===== config.mk =====
export PLATFORM = sky130hd
export DESIGN_NAME = ersf_exam_room_status
export DESIGN_NICKNAME = d
export VERILOG_FILES = /design/src/ersf_pkg.sv /design/src/ersf_debounce.sv /design/src/ersf_blink.sv /design/src/ersf_exam_room_status.sv
export VERILOG_INCLUDE_DIRS = /design/src /design/src/src
export SDC_FILE = /design/constraint.sdc
export NUM_CORES = 1
export LEC_CHECK = 0
export BUFFER_PORTS_ARGS = -buffer_cell sky130_fd_sc_hd__buf_4
export CAP_MARGIN = 15
export CORE_UTILIZATION = 63
export DETAILED_ROUTE_END_ITERATION = 10
export HOLD_SLACK_MARGIN = 0.08
export PLACE_DENSITY_LB_ADDON = 0.3
export SLEW_MARGIN = 20
export SYNTH_ARGS = -nofsm -noshare
export SYNTH_HDL_FRONTEND = slang
export SYNTH_HIERARCHICAL = 1
export SYNTH_SLANG_ARGS = --single-unit

===== constraint.sdc =====
create_clock -name ref_clk_in -period 3.5 [get_ports ref_clk_in]
set_clock_uncertainty 0.05 [all_clocks]
set_input_delay 0.35 -clock ref_clk_in [delete_from_list [all_inputs] [get_ports ref_clk_in]]
set_output_delay 0.35 -clock ref_clk_in [all_outputs]
set_load 0.02 [all_outputs]

===== src/ersf_consts.svh =====
// timing counts, led positions and list sizes for the room status machine
// assumes a single 125 mhz system clock; counts are derived from times below
`ifndef ERSF_CONSTS_SVH
`define ERSF_CONSTS_SVH

`define ERSF_CLK_KHZ          125000

// stable time before a button change counts
`define ERSF_DEBOUNCE_MS      10
// quiet time before a multi-press jump commits
`define ERSF_COMMIT_MS        500
// one full blink period
`define ERSF_BLINK_MS         1000

`define ERSF_DEBOUNCE_CYCLES  (`ERSF_DEBOUNCE_MS * `ERSF_CLK_KHZ)
`define ERSF_COMMIT_CYCLES    (`ERSF_COMMIT_MS * `ERSF_CLK_KHZ)
`define ERSF_BLINK_CYCLES     (`ERSF_BLINK_MS * `ERSF_CLK_KHZ)

`define ERSF_DUTY_WAITING_PCT 50
`define ERSF_DUTY_PRESENT_PCT 10

// station led list: physicians from the top, then assistant, then white
`define ERSF_LED_COUNT        9
`define ERSF_PHYS_COUNT       7
`define ERSF_LED_ASSIST       7
`define ERSF_LED_WHITE        8

`define ERSF_BTN_COUNT        3
`define ERSF_BTN_STATUS       0
`define ERSF_BTN_READY        1
`define ERSF_BTN_PICK         2

// press count ceilings in clean and assistant states
`define ERSF_MAX_PRESS_CLEAN  2'h3
`define ERSF_MAX_PRESS_ASSIST 2'h2

`endif


===== src/ersf_pkg.sv =====
// types shared by the exam room status machine files
// no constants here; numbers live in ersf_consts.svh
package ersf_pkg;

    // room activity states in cycle order; jumps add a press count to the code
    typedef enum logic [2:0]
    {
        st_clean,
        st_assist,
        st_changing,
        st_ready,
        st_phys_in,
        st_dirty
    } ersf_state_t;

endpackage : ersf_pkg


===== src/ersf_debounce.sv =====
// synchroniser and debouncer for a bank of push buttons
// assumes active-high raw levels; one press pulse per accepted rising change
`timescale 1ns/1ns
`default_nettype none

module ersf_debounce #(
    parameter int unsigned WIDTH         = 3,
    parameter int unsigned STABLE_CYCLES = 1250000
) (
    // clock, reset, enable
    input  wire logic             ref_clk_in,
    input  wire logic             rst_n_in,
    input  wire logic             ce_in,
    // raw buttons
    input  wire logic [WIDTH-1:0] raw_in,
    // clean levels and press pulses
    output logic      [WIDTH-1:0] level_out,
    output logic      [WIDTH-1:0] press_out
);

    localparam int unsigned CW = $clog2(STABLE_CYCLES + 1);

    genvar g;
    generate
        for (g = 0; g < WIDTH; g++)
        begin : g_btn
            logic          sync0_r;
            logic          sync1_r;
            logic [CW-1:0] cnt_r;
            logic [CW-1:0] cnt_nxt;
            logic          level_nxt;
            logic          press_nxt;

            always_comb
            begin
                cnt_nxt   = '0;
                level_nxt = level_out[g];
                press_nxt = 1'b0;
                if (sync1_r != level_out[g])
                begin
                    if (cnt_r == CW'(STABLE_CYCLES - 1))
                    begin
                        level_nxt = sync1_r;
                        press_nxt = sync1_r;
                    end
                    else
                    begin
                        cnt_nxt = cnt_r + 1'b1;
                    end
                end
            end

            always_ff @(posedge ref_clk_in or negedge rst_n_in)
            begin
                if (!rst_n_in)
                begin
                    sync0_r      <= 1'b0;
                    sync1_r      <= 1'b0;
                    cnt_r        <= '0;
                    level_out[g] <= 1'b0;
                    press_out[g] <= 1'b0;
                end
                else if (ce_in)
                begin
                    sync0_r      <= raw_in[g];
                    sync1_r      <= sync0_r;
                    cnt_r        <= cnt_nxt;
                    level_out[g] <= level_nxt;
                    press_out[g] <= press_nxt;
                end
            end
        end
    endgenerate

endmodule : ersf_debounce

`default_nettype wire


===== src/ersf_blink.sv =====
// free-running blink source: 50 and 10 percent on phases
// assumes the period is at least ten cycles so both phases are non-empty
`timescale 1ns/1ns
`default_nettype none

`include "ersf_consts.svh"

module ersf_blink #(
    parameter int unsigned PERIOD_CYCLES = 125000000
) (
    // clock, reset, enable
    input  wire logic ref_clk_in,
    input  wire logic rst_n_in,
    input  wire logic ce_in,
    // blink phases, high while lit
    output logic      half_out,
    output logic      tenth_out
);

    localparam int unsigned CW       = $clog2(PERIOD_CYCLES);
    // divide rather than multiply so the figures never overflow 32 bits
    localparam int unsigned HALF_LEN = PERIOD_CYCLES / (100 / `ERSF_DUTY_WAITING_PCT);
    localparam int unsigned TENTH_LEN = PERIOD_CYCLES / (100 / `ERSF_DUTY_PRESENT_PCT);

    logic [CW-1:0] phase_r;
    logic [CW-1:0] phase_nxt;
    logic          half_nxt;
    logic          tenth_nxt;

    always_comb
    begin
        if (phase_r == CW'(PERIOD_CYCLES - 1))
        begin
            phase_nxt = '0;
        end
        else
        begin
            phase_nxt = phase_r + 1'b1;
        end
        half_nxt  = (phase_nxt < CW'(HALF_LEN));
        tenth_nxt = (phase_nxt < CW'(TENTH_LEN));
    end

    always_ff @(posedge ref_clk_in or negedge rst_n_in)
    begin
        if (!rst_n_in)
        begin
            phase_r   <= '0;
            half_out  <= 1'b0;
            tenth_out <= 1'b0;
        end
        else if (ce_in)
        begin
            phase_r   <= phase_nxt;
            half_out  <= half_nxt;
            tenth_out <= tenth_nxt;
        end
    end

endmodule : ersf_blink

`default_nettype wire


===== src/ersf_exam_room_status.sv =====
// room status state machine for one in-wall exam room station
// assumes buttons and queue levels are active high, synchronous to ref_clk_in
//
// Behaviour
// - reset lands in the clean, unoccupied room state
// - clean room: white led steadily on
// - clean room: one, two or three presses go to assistant, changing, ready
// - assistant inside: assistant led on; one press changing, two presses ready
// - patient changing: no station led lit or blinking
// - patient changing: ready button or status press go to patient ready
// - patient ready: physician led steady when queued, 50% blink when next
// - patient ready: status press goes to physician present
// - physician present: physician led blinks at 10% duty
// - physician present: status press goes to needs cleaning
// - physician present: in-room green led on while another room waits
// - needs cleaning: white led blinks
// - needs cleaning: status press returns to clean room
// - each list led is one physician; the lit one is assigned
// - physician pick only in clean, assistant, changing and ready states
// - with no pick made, the top physician of the list is assigned
// - status presses with pick button held step the physician instead
// - seven physician leds bound the physician list; nine station leds bound the led vector
`timescale 1ns/1ns
`default_nettype none

`include "ersf_consts.svh"

module ersf_exam_room_status #(
    parameter int unsigned PHYS_COUNT      = `ERSF_PHYS_COUNT,
    parameter int unsigned DEBOUNCE_CYCLES = `ERSF_DEBOUNCE_CYCLES,
    parameter int unsigned COMMIT_CYCLES   = `ERSF_COMMIT_CYCLES,
    parameter int unsigned BLINK_CYCLES    = `ERSF_BLINK_CYCLES
) (
    // clock, reset and enable
    input  wire logic                          ref_clk_in,
    input  wire logic                          rst_n_in,
    input  wire logic                          ce_in,
    // station push buttons
    input  wire logic                          status_button_in,
    input  wire logic                          physician_pick_button_in,
    // in-room station button
    input  wire logic                          ready_button_in,
    // queue information from the network side
    input  wire logic                          next_in_line_in,
    input  wire logic                          other_room_waiting_in,
    // station list leds and in-room green led
    output logic      [`ERSF_LED_COUNT-1:0]    station_led_out,
    output logic                               green_led_out,
    // state and pick for the network side
    output logic      [2:0]                    room_state_out,
    output logic      [$clog2(PHYS_COUNT)-1:0] physician_out
);

    localparam int unsigned PW = $clog2(PHYS_COUNT);
    localparam int unsigned IW = $clog2(COMMIT_CYCLES + 1);

    // cleaned button levels and press pulses
    logic [`ERSF_BTN_COUNT-1:0] btn_raw;
    logic [`ERSF_BTN_COUNT-1:0] btn_level;
    logic [`ERSF_BTN_COUNT-1:0] btn_press;
    logic                       status_press;
    logic                       ready_press;
    logic                       pick_held;

    // blink phases
    logic                       blink_half;
    logic                       blink_tenth;

    // state group
    ersf_pkg::ersf_state_t      state_r;
    ersf_pkg::ersf_state_t      state_nxt;
    logic [PW-1:0]              phys_r;
    logic [PW-1:0]              phys_nxt;
    logic [1:0]                 press_cnt_r;
    logic [1:0]                 press_cnt_nxt;
    logic [IW-1:0]              idle_cnt_r;
    logic [IW-1:0]              idle_cnt_nxt;

    // output group
    logic [`ERSF_LED_COUNT-1:0] led_nxt;
    logic                       green_nxt;

    // helpers
    logic                       pick_allowed;
    logic                       counting_state;
    logic [1:0]                 press_max;
    logic                       counted_press;

    assign btn_raw[`ERSF_BTN_STATUS] = status_button_in;
    assign btn_raw[`ERSF_BTN_READY]  = ready_button_in;
    assign btn_raw[`ERSF_BTN_PICK]   = physician_pick_button_in;

    ersf_debounce #(
        .WIDTH         (`ERSF_BTN_COUNT),
        .STABLE_CYCLES (DEBOUNCE_CYCLES)
    ) u_debounce (
        .ref_clk_in (ref_clk_in),
        .rst_n_in   (rst_n_in),
        .ce_in      (ce_in),
        .raw_in     (btn_raw),
        .level_out  (btn_level),
        .press_out  (btn_press)
    );

    assign status_press = btn_press[`ERSF_BTN_STATUS];
    assign ready_press  = btn_press[`ERSF_BTN_READY];
    assign pick_held    = btn_level[`ERSF_BTN_PICK];

    ersf_blink #(
        .PERIOD_CYCLES (BLINK_CYCLES)
    ) u_blink (
        .ref_clk_in (ref_clk_in),
        .rst_n_in   (rst_n_in),
        .ce_in      (ce_in),
        .half_out   (blink_half),
        .tenth_out  (blink_tenth)
    );

    assign pick_allowed = (state_r == ersf_pkg::st_clean)
                        || (state_r == ersf_pkg::st_assist)
                        || (state_r == ersf_pkg::st_changing)
                        || (state_r == ersf_pkg::st_ready);

    // only clean and assistant accept multi-press jumps
    assign counting_state = (state_r == ersf_pkg::st_clean)
                          || (state_r == ersf_pkg::st_assist);
    assign press_max      = (state_r == ersf_pkg::st_clean) ? `ERSF_MAX_PRESS_CLEAN
                                                            : `ERSF_MAX_PRESS_ASSIST;

    // status presses under the pick button never move the room state
    assign counted_press  = status_press && !pick_held;

    // state group: next values
    always_comb
    begin
        state_nxt     = state_r;
        phys_nxt      = phys_r;
        press_cnt_nxt = press_cnt_r;
        idle_cnt_nxt  = idle_cnt_r;

        // step the physician, wrapping to the top
        if (status_press && pick_held && pick_allowed)
        begin
            if (phys_r == PW'(PHYS_COUNT - 1))
            begin
                phys_nxt = '0;
            end
            else
            begin
                phys_nxt = phys_r + 1'b1;
            end
        end

        if (counting_state)
        begin
            // gather presses, commit once the button goes quiet
            if (counted_press)
            begin
                if (press_cnt_r != press_max)
                begin
                    press_cnt_nxt = press_cnt_r + 1'b1;
                end
                idle_cnt_nxt = '0;
            end
            else if (press_cnt_r != 2'h0)
            begin
                if (idle_cnt_r == IW'(COMMIT_CYCLES - 1))
                begin
                    press_cnt_nxt = 2'h0;
                    idle_cnt_nxt  = '0;
                    // jump by press count from clean room
                    // jump by press count from assistant inside
                    state_nxt     = ersf_pkg::ersf_state_t'(state_r + press_cnt_r);
                end
                else
                begin
                    idle_cnt_nxt = idle_cnt_r + 1'b1;
                end
            end
        end
        else
        begin
            press_cnt_nxt = 2'h0;
            idle_cnt_nxt  = '0;
            unique case (state_r)
                ersf_pkg::st_changing:
                begin
                    if (counted_press || ready_press)
                    begin
                        state_nxt = ersf_pkg::st_ready;
                    end
                end
                ersf_pkg::st_ready:
                begin
                    if (counted_press)
                    begin
                        state_nxt = ersf_pkg::st_phys_in;
                    end
                end
                ersf_pkg::st_phys_in:
                begin
                    if (counted_press)
                    begin
                        state_nxt = ersf_pkg::st_dirty;
                    end
                end
                ersf_pkg::st_dirty:
                begin
                    if (counted_press)
                    begin
                        state_nxt = ersf_pkg::st_clean;
                    end
                end
                // illegal code recovers to clean room
                default:
                begin
                    state_nxt = ersf_pkg::st_clean;
                end
            endcase
        end
    end

    // state group: registers
    always_ff @(posedge ref_clk_in or negedge rst_n_in)
    begin
        if (!rst_n_in)
        begin
            state_r     <= ersf_pkg::st_clean;
            // top of the list until a pick is made
            phys_r      <= '0;
            press_cnt_r <= 2'h0;
            idle_cnt_r  <= '0;
        end
        else if (ce_in)
        begin
            state_r     <= state_nxt;
            phys_r      <= phys_nxt;
            press_cnt_r <= press_cnt_nxt;
            idle_cnt_r  <= idle_cnt_nxt;
        end
    end

    // output group: next values
    always_comb
    begin
        led_nxt   = '0;
        green_nxt = 1'b0;
        unique case (state_r)
            ersf_pkg::st_clean:
            begin
                led_nxt[`ERSF_LED_WHITE] = 1'b1;
            end
            ersf_pkg::st_assist:
            begin
                led_nxt[`ERSF_LED_ASSIST] = 1'b1;
            end
            ersf_pkg::st_changing:
            begin
                led_nxt = '0;
            end
            ersf_pkg::st_ready:
            begin
                // queued steady, next in line blinks
                // the lit list led names the physician
                led_nxt[phys_r] = next_in_line_in ? blink_half : 1'b1;
            end
            ersf_pkg::st_phys_in:
            begin
                led_nxt[phys_r] = blink_tenth;
                green_nxt       = other_room_waiting_in;
            end
            ersf_pkg::st_dirty:
            begin
                led_nxt[`ERSF_LED_WHITE] = blink_half;
            end
            default:
            begin
                led_nxt = '0;
            end
        endcase
    end

    // output group: registers
    always_ff @(posedge ref_clk_in or negedge rst_n_in)
    begin
        if (!rst_n_in)
        begin
            // nine leds, all dark in reset
            station_led_out <= '0;
            green_led_out   <= 1'b0;
            room_state_out  <= 3'h0;
            physician_out   <= '0;
        end
        else if (ce_in)
        begin
            station_led_out <= led_nxt;
            green_led_out   <= green_nxt;
            room_state_out  <= 3'(state_r);
            physician_out   <= phys_r;
        end
    end

endmodule : ersf_exam_room_status

`default_nettype wire


# After elaboration in Yosys (flattened, before gate mapping)

Index checks and enable logic that the tools add are counted.

Register bits: 153
Output and inout bits: 16

Add/subtract/negate cells: 8
$lt $le $gt $ge: 4
Equal/unequal tests: 25
Muxes and demuxes: 38
Bitwise gates (word level): 2
Reduce and logical (&&, ||, !) cells: 18

Operators with widths:

| operator              | count |
|---|---|
| $mux 21               | 6 |
| $mux 26               | 4 |
| $add 21x1->21 const B | 3 |
| $eq 21x21->1 const B  | 3 |
| $add 27x1->27 const B | 1 |
| $eq 27x27->1 const B  | 1 |
| $lt 27x24->1 const B  | 1 |
| $lt 27x26->1 const B  | 1 |
| $mux 27               | 1 |
| $mux 3                | 9 |
| $add 26x1->26 const B | 1 |
| $eq 26x26->1 const B  | 1 |
| $and 9x8->9           | 2 |
| $pmux 7 s2            | 1 |
| $pmux 3 s4            | 1 |
| $mux 2                | 5 |
| $eq 3x3->1 const B    | 3 |
| $ne 3x3->1 const B    | 3 |
| $reduce_and 3->1      | 3 |
| $mux 1                | 8 |
| $reduce_and 8->1      | 1 |
| $eq 3x2->1 const B    | 2 |
| $ne 3x1->1 const B    | 2 |
| $ne 3x2->1 const B    | 2 |
| 20 further kinds      | 30 |

# Longest topological paths before layout

Word-level depth: 6
Mapped depth: 9
Mapped depth without buffers: 9

# Modules after synthesis

Netlist, hierarchy kept.

Modules (own cells, without submodules):

| module                | times used | cells an instance | area an instance (um^2) |
|---|---|---|---|
| ersf_debounce         | 1          | 450               | 4249.1 |
| ersf_exam_room_status | 1          | 262               | 2598.7 |
| ersf_blink            | 1          | 246               | 2068.2 |

# Worst setup path before layout

OpenSTA, ideal clock, no wires.

Kind: register -> register
Start: register u_blink.phase_r[0]
End: register u_blink.half_out
Library setup time: 0.123 ns
Arrival: 2.367 ns
Slack: 0.960 ns
Cell stages (with the launch flop): 10
Clock period less this slack: 2.540 ns
Cells stage by stage: dfrtp_1 > ha_1 > nand3_1 > nor2_1 > nand3_1 > or3b_1 > a211o_1 > a211oi_1 > o21ai_1 > o221a_2

Word-level cells in the longest chain between the ends: 3
Elaborated cells on any way between the ends: 4

RTL lines:

| element                                       | RTL line                           | RTL |
|---|---|---|
| from (decl)                                   | ersf_blink.sv:25                   | `logic [CW-1:0] phase_r;` |
| from (signal assigned)                        | ersf_blink.sv:54                   | `phase_r <= phase_nxt;` |
| $add 27x1->27 or $eq 27x27->1 (tied branches) | ersf_blink.sv:38, ersf_blink.sv:32 |  |
| $mux 27 (*)                                   | ersf_blink.sv:32                   | `if (phase_r == CW'(PERIOD_CYCLES - 1))` |
| $lt 27x26->1 (*)                              | ersf_blink.sv:40                   | `half_nxt = (phase_nxt < CW'(HALF_LEN));` |
| to (signal assigned)                          | ersf_blink.sv:55                   | `half_out <= half_nxt;` |
| to (decl)                                     | ersf_blink.sv:16                   | `output logic half_out,` |

Mark *: on every way between the ends. The rest lies on a longest branch, timed or not.
A chain may end at the register's enable or synchronous reset.

# Final worst setup path

Start: register u_blink.phase_r[0]
End: register u_blink.tenth_out

Word-level cells in the longest chain between the ends: 3
Elaborated cells on any way between the ends: 4

RTL lines:

| element                                       | RTL line                           | RTL |
|---|---|---|
| $add 27x1->27 or $eq 27x27->1 (tied branches) | ersf_blink.sv:38, ersf_blink.sv:32 |  |
| $mux 27 (*)                                   | ersf_blink.sv:32                   |  |
| $lt 27x24->1 (*)                              | ersf_blink.sv:41                   | `tenth_nxt = (phase_nxt < CW'(TENTH_LEN));` |
| to (signal assigned)                          | ersf_blink.sv:56                   | `tenth_out <= tenth_nxt;` |
| to (decl)                                     | ersf_blink.sv:17                   | `output logic tenth_out` |

Marked as above.

==> results.txt <==
The run finished with clean final reports. Summed over all cells, the static leakage comes to 4.16 nW. The height of the chip came out at 121 um. The post-place setup slack came out at 587 ps. The maximum level of the CTS H-tree came out at 4.

The clock latency at the later pin of the worst-skew pair came out at 430 ps. In this run the cell area of the synthesized design comes to 0.00887 mm2. The area growth from synthesis to final layout came out at 10.0%.

Wire segments on met3 add up to 988 um in the final route. The maximum clock frequency came out at 0.332 GHz. The final global-route overflow total is 0.

The analysis attributes to net switching a power of 1.15 mW. Summed over all nets, wire length on met2 after detailed routing comes to 9.81 mm. The die boundary width is 121 um.

The number of global-route vias before repair was 7270. The total detailed-routing wirelength came out at 19.9 mm. The count of hold buffers inserted by post-cts repair is 1.

During placement, the flow inserted port buffers numbering 23. At the pin with the least slew margin, the transition time is 747 ps. The DRC violation count after routing is 0. The worst setup path is of the register to register kind.

In the final timing run, aggregate negative setup slack is 0 ps. The floorplan step defined a core boundary enclosing 0.0135 mm2. The internal portion of the total power is 3.19 mW. Data arrives at the worst endpoint at 3320 ps. The post-CTS setup repair buffer count came out at 0. Setup repair after global routing left no endpoint under its margin. The number of instances resized during post-cts repair is 0. The number of endpoints failing setup at the final stage came out at 0. The first global-routing pass estimated 34.1 mm of wire.

Synthesis produced 954 cells. The buffer depth of the longest clock path came out at 2. Using the TritonRoute via totals, the vias-per-cell ratio works out to 6.52. The element type at the critical path start is a register.

The final worst-path cycle share is 86.0%. The yosys synthesis warning count is 6. The critical path crosses 9 cells after its start point.

The path category of the worst min-delay check is primary input to register. After detailed routing, the wire length on met1 is 8.76 mm. The final max-slew violation count is 0. The tightest slew margin relative to the limit is 49.8%. The combinational group share of total power came out at 10.1%.

The net count of the mapped netlist is 970. The number of antenna violations at the first check in global routing came to 0. The critical path contains buffers and inverters numbering 0 combined. The number of inserted diodes is 0.

The number of endpoints with negative hold slack in the final report is 0. The worst hold path was traced through 3 stages. The clock slew seen by the registers of the worst setup and hold paths is 70 ps. The largest fanout of any net on the critical path is 8. The post-synthesis average cell area is 9.30 um2.

The initial standard-cell utilization of the core came out at 65.7%. The post-route worst setup slack came out at 488 ps. The number of placed I/O pins is 24. The maximum number of pins on one net before global-route repair is 77. In the final routed layout, each cell accounts on average for 17.3 um. The number of detailed-routing iterations run before antenna repair is 5. On the worst path, the slowest cell contributes a delay of 440 ps. The number of sinks handled by clock tree synthesis came out at 153. In this design, the critical path's most frequently occurring cell is nand3_1.

The die outline area is 0.0146 mm2. The uppermost metal layer occupied by signal nets is met4. Measured in cells, the most critical reg-to-reg path has a length of 9. The category of cells accounting for the largest share of critical-path delay is simple AND/OR/NAND/NOR gates. TritonCTS built the clock tree. The standard cell with the maximum stage delay on the critical path is nor2_1. The final RePlAce weighted congestion is 0.929. The peak ir drop on the vdd network is 0.408 mV. The half-perimeter wire length of the detailed placement result came out at 12.6 mm. The kind of end point of the critical path is a register. After the last flow step, the layout net total stands at 977. The number of vias in the routed layout is 7496. The relative contribution of sequential cells to total power is 46.2%.

The cell area power density came out at 445 mW/mm2. The CTS buffer count came out at 17. The number of antenna-violating nets in the routed design came out at 0. In this run, the number of DRC markers left after iteration 0 of detailed routing was 765. The clock period minus worst slack came out at 3010 ps. The clock network is responsible for 43.7% of the overall power. The critical path goes through ha_1 > nand3_1 > nor2_1 > nand3_1 > or3_1 > xor2_1 > a21oi_1 > o32ai_1 > o31a_1. The required time at the worst-slack endpoint came out at 3810 ps. CTS placed an instance of clkbuf_16 at the clock tree root. The number of rows in the core area came out at 42. The number of maximum-capacitance constraint violations came out at 0.

The global-route usage over all layers came out at 28.9%. The proportion of layout cells with a drive suffix above 1 is 12.4%. Net switching is 26.6% of the power.
-- cell usage in the layout, fill, tap and decap left out, drive strengths merged, types with 28 or more instances in the layout --
cell type  count
nand2         89
o21ai         82
nor3          37
inv           30
xor2          28
nor2          62
nand4         41
dfrtp        153
buf           34
nand3         47
-- area by class of cell --
class	instances	area, um2
clock buffer	18	439
clock inverter	14	171
fill	977	3750
inverter	28	105
multi-input combinational	726	4710
sequential	153	3830
tap	176	220
timing repair buffer	35	282
-- worst register-to-register path, delay by kind of cell, from the launching register on --
family	cells	cell delay [ps]
compound gates	3	580
xor+xnor	1	290
fa+ha+maj	1	320
flops	1	430
simple gates	4	1270
-- sequential cells by signal, indices dropped and copies added (netlist names) --
name                      flops
u_debounce/g_btn.sync0_r      3
green_led_out                 1
u_blink/tenth_out             1
state_r                       3
room_state_out                3
physician_out                 3
u_debounce/level_out          3
u_debounce/g_btn.sync1_r      3
u_blink/phase_r              27
phys_r                        3
press_cnt_r                   2
station_led_out               9
idle_cnt_r                   26
u_blink/half_out              1
u_debounce/press_out          2
u_debounce/g_btn.cnt_r       63
-- stage by stage --
step / cells / hold slack, ps / power [mW] / util, % / instance area (um2)
final: 1150 / 106 / 4.34 / 72.2 / 9760
after global routing: 1150 / 123 / 4.52 / 72.2 / 9760
after CTS: 1150 / 101 / 4.37 / 72.2 / 9760
after detailed placement: 1117 / 378 / 2.47 / 67.6 / 9140
after global placement: 1117 / 378 / 2.45 / 67.6 / 9140
after floorplan: 954 / 4.41 / 2.33 / - / 8870
-- worst paths after layout --
path | start | endpoint | slack, ps
max | u_blink/phase_r[0]$_DFFE_PN0P_ | u_blink/tenth_out$_DFFE_PN0P_ | 490
min reg2reg | station_led_out[6]$_DFFE_PN0P_ | station_led_out[6]$_DFFE_PN0P_ | 440
max reg2reg | u_blink/phase_r[0]$_DFFE_PN0P_ | u_blink/tenth_out$_DFFE_PN0P_ | 490
min | other_room_waiting_in | green_led_out$_DFFE_PN0P_ | 110
min in group asynchronous | rst_n_in | u_debounce/g_btn[0].cnt_r[18]$_DFFE_PN0P_ | 470
max in group asynchronous | rst_n_in | u_blink/phase_r[14]$_DFFE_PN0P_ | 2050
-- power by group through the flow --
stage               clock network, mW  logic [mW]  registers (mW)
finish                           1.90       0.441            2.00
detailed placement                  0       0.437            2.03
global placement                    0       0.423            2.02
global route                     2.00       0.500            2.02
floorplan                           0       0.335            2.00
CTS                              1.93       0.442            2.00
-- metal layers --
metal,vias up,track usage [%]
met3,38,5.61
met2,236,48.2
met5,-,0
li1,3553,-
met4,0,8.72
met1,3669,38.0
Power figures use the tool's default switching activity.
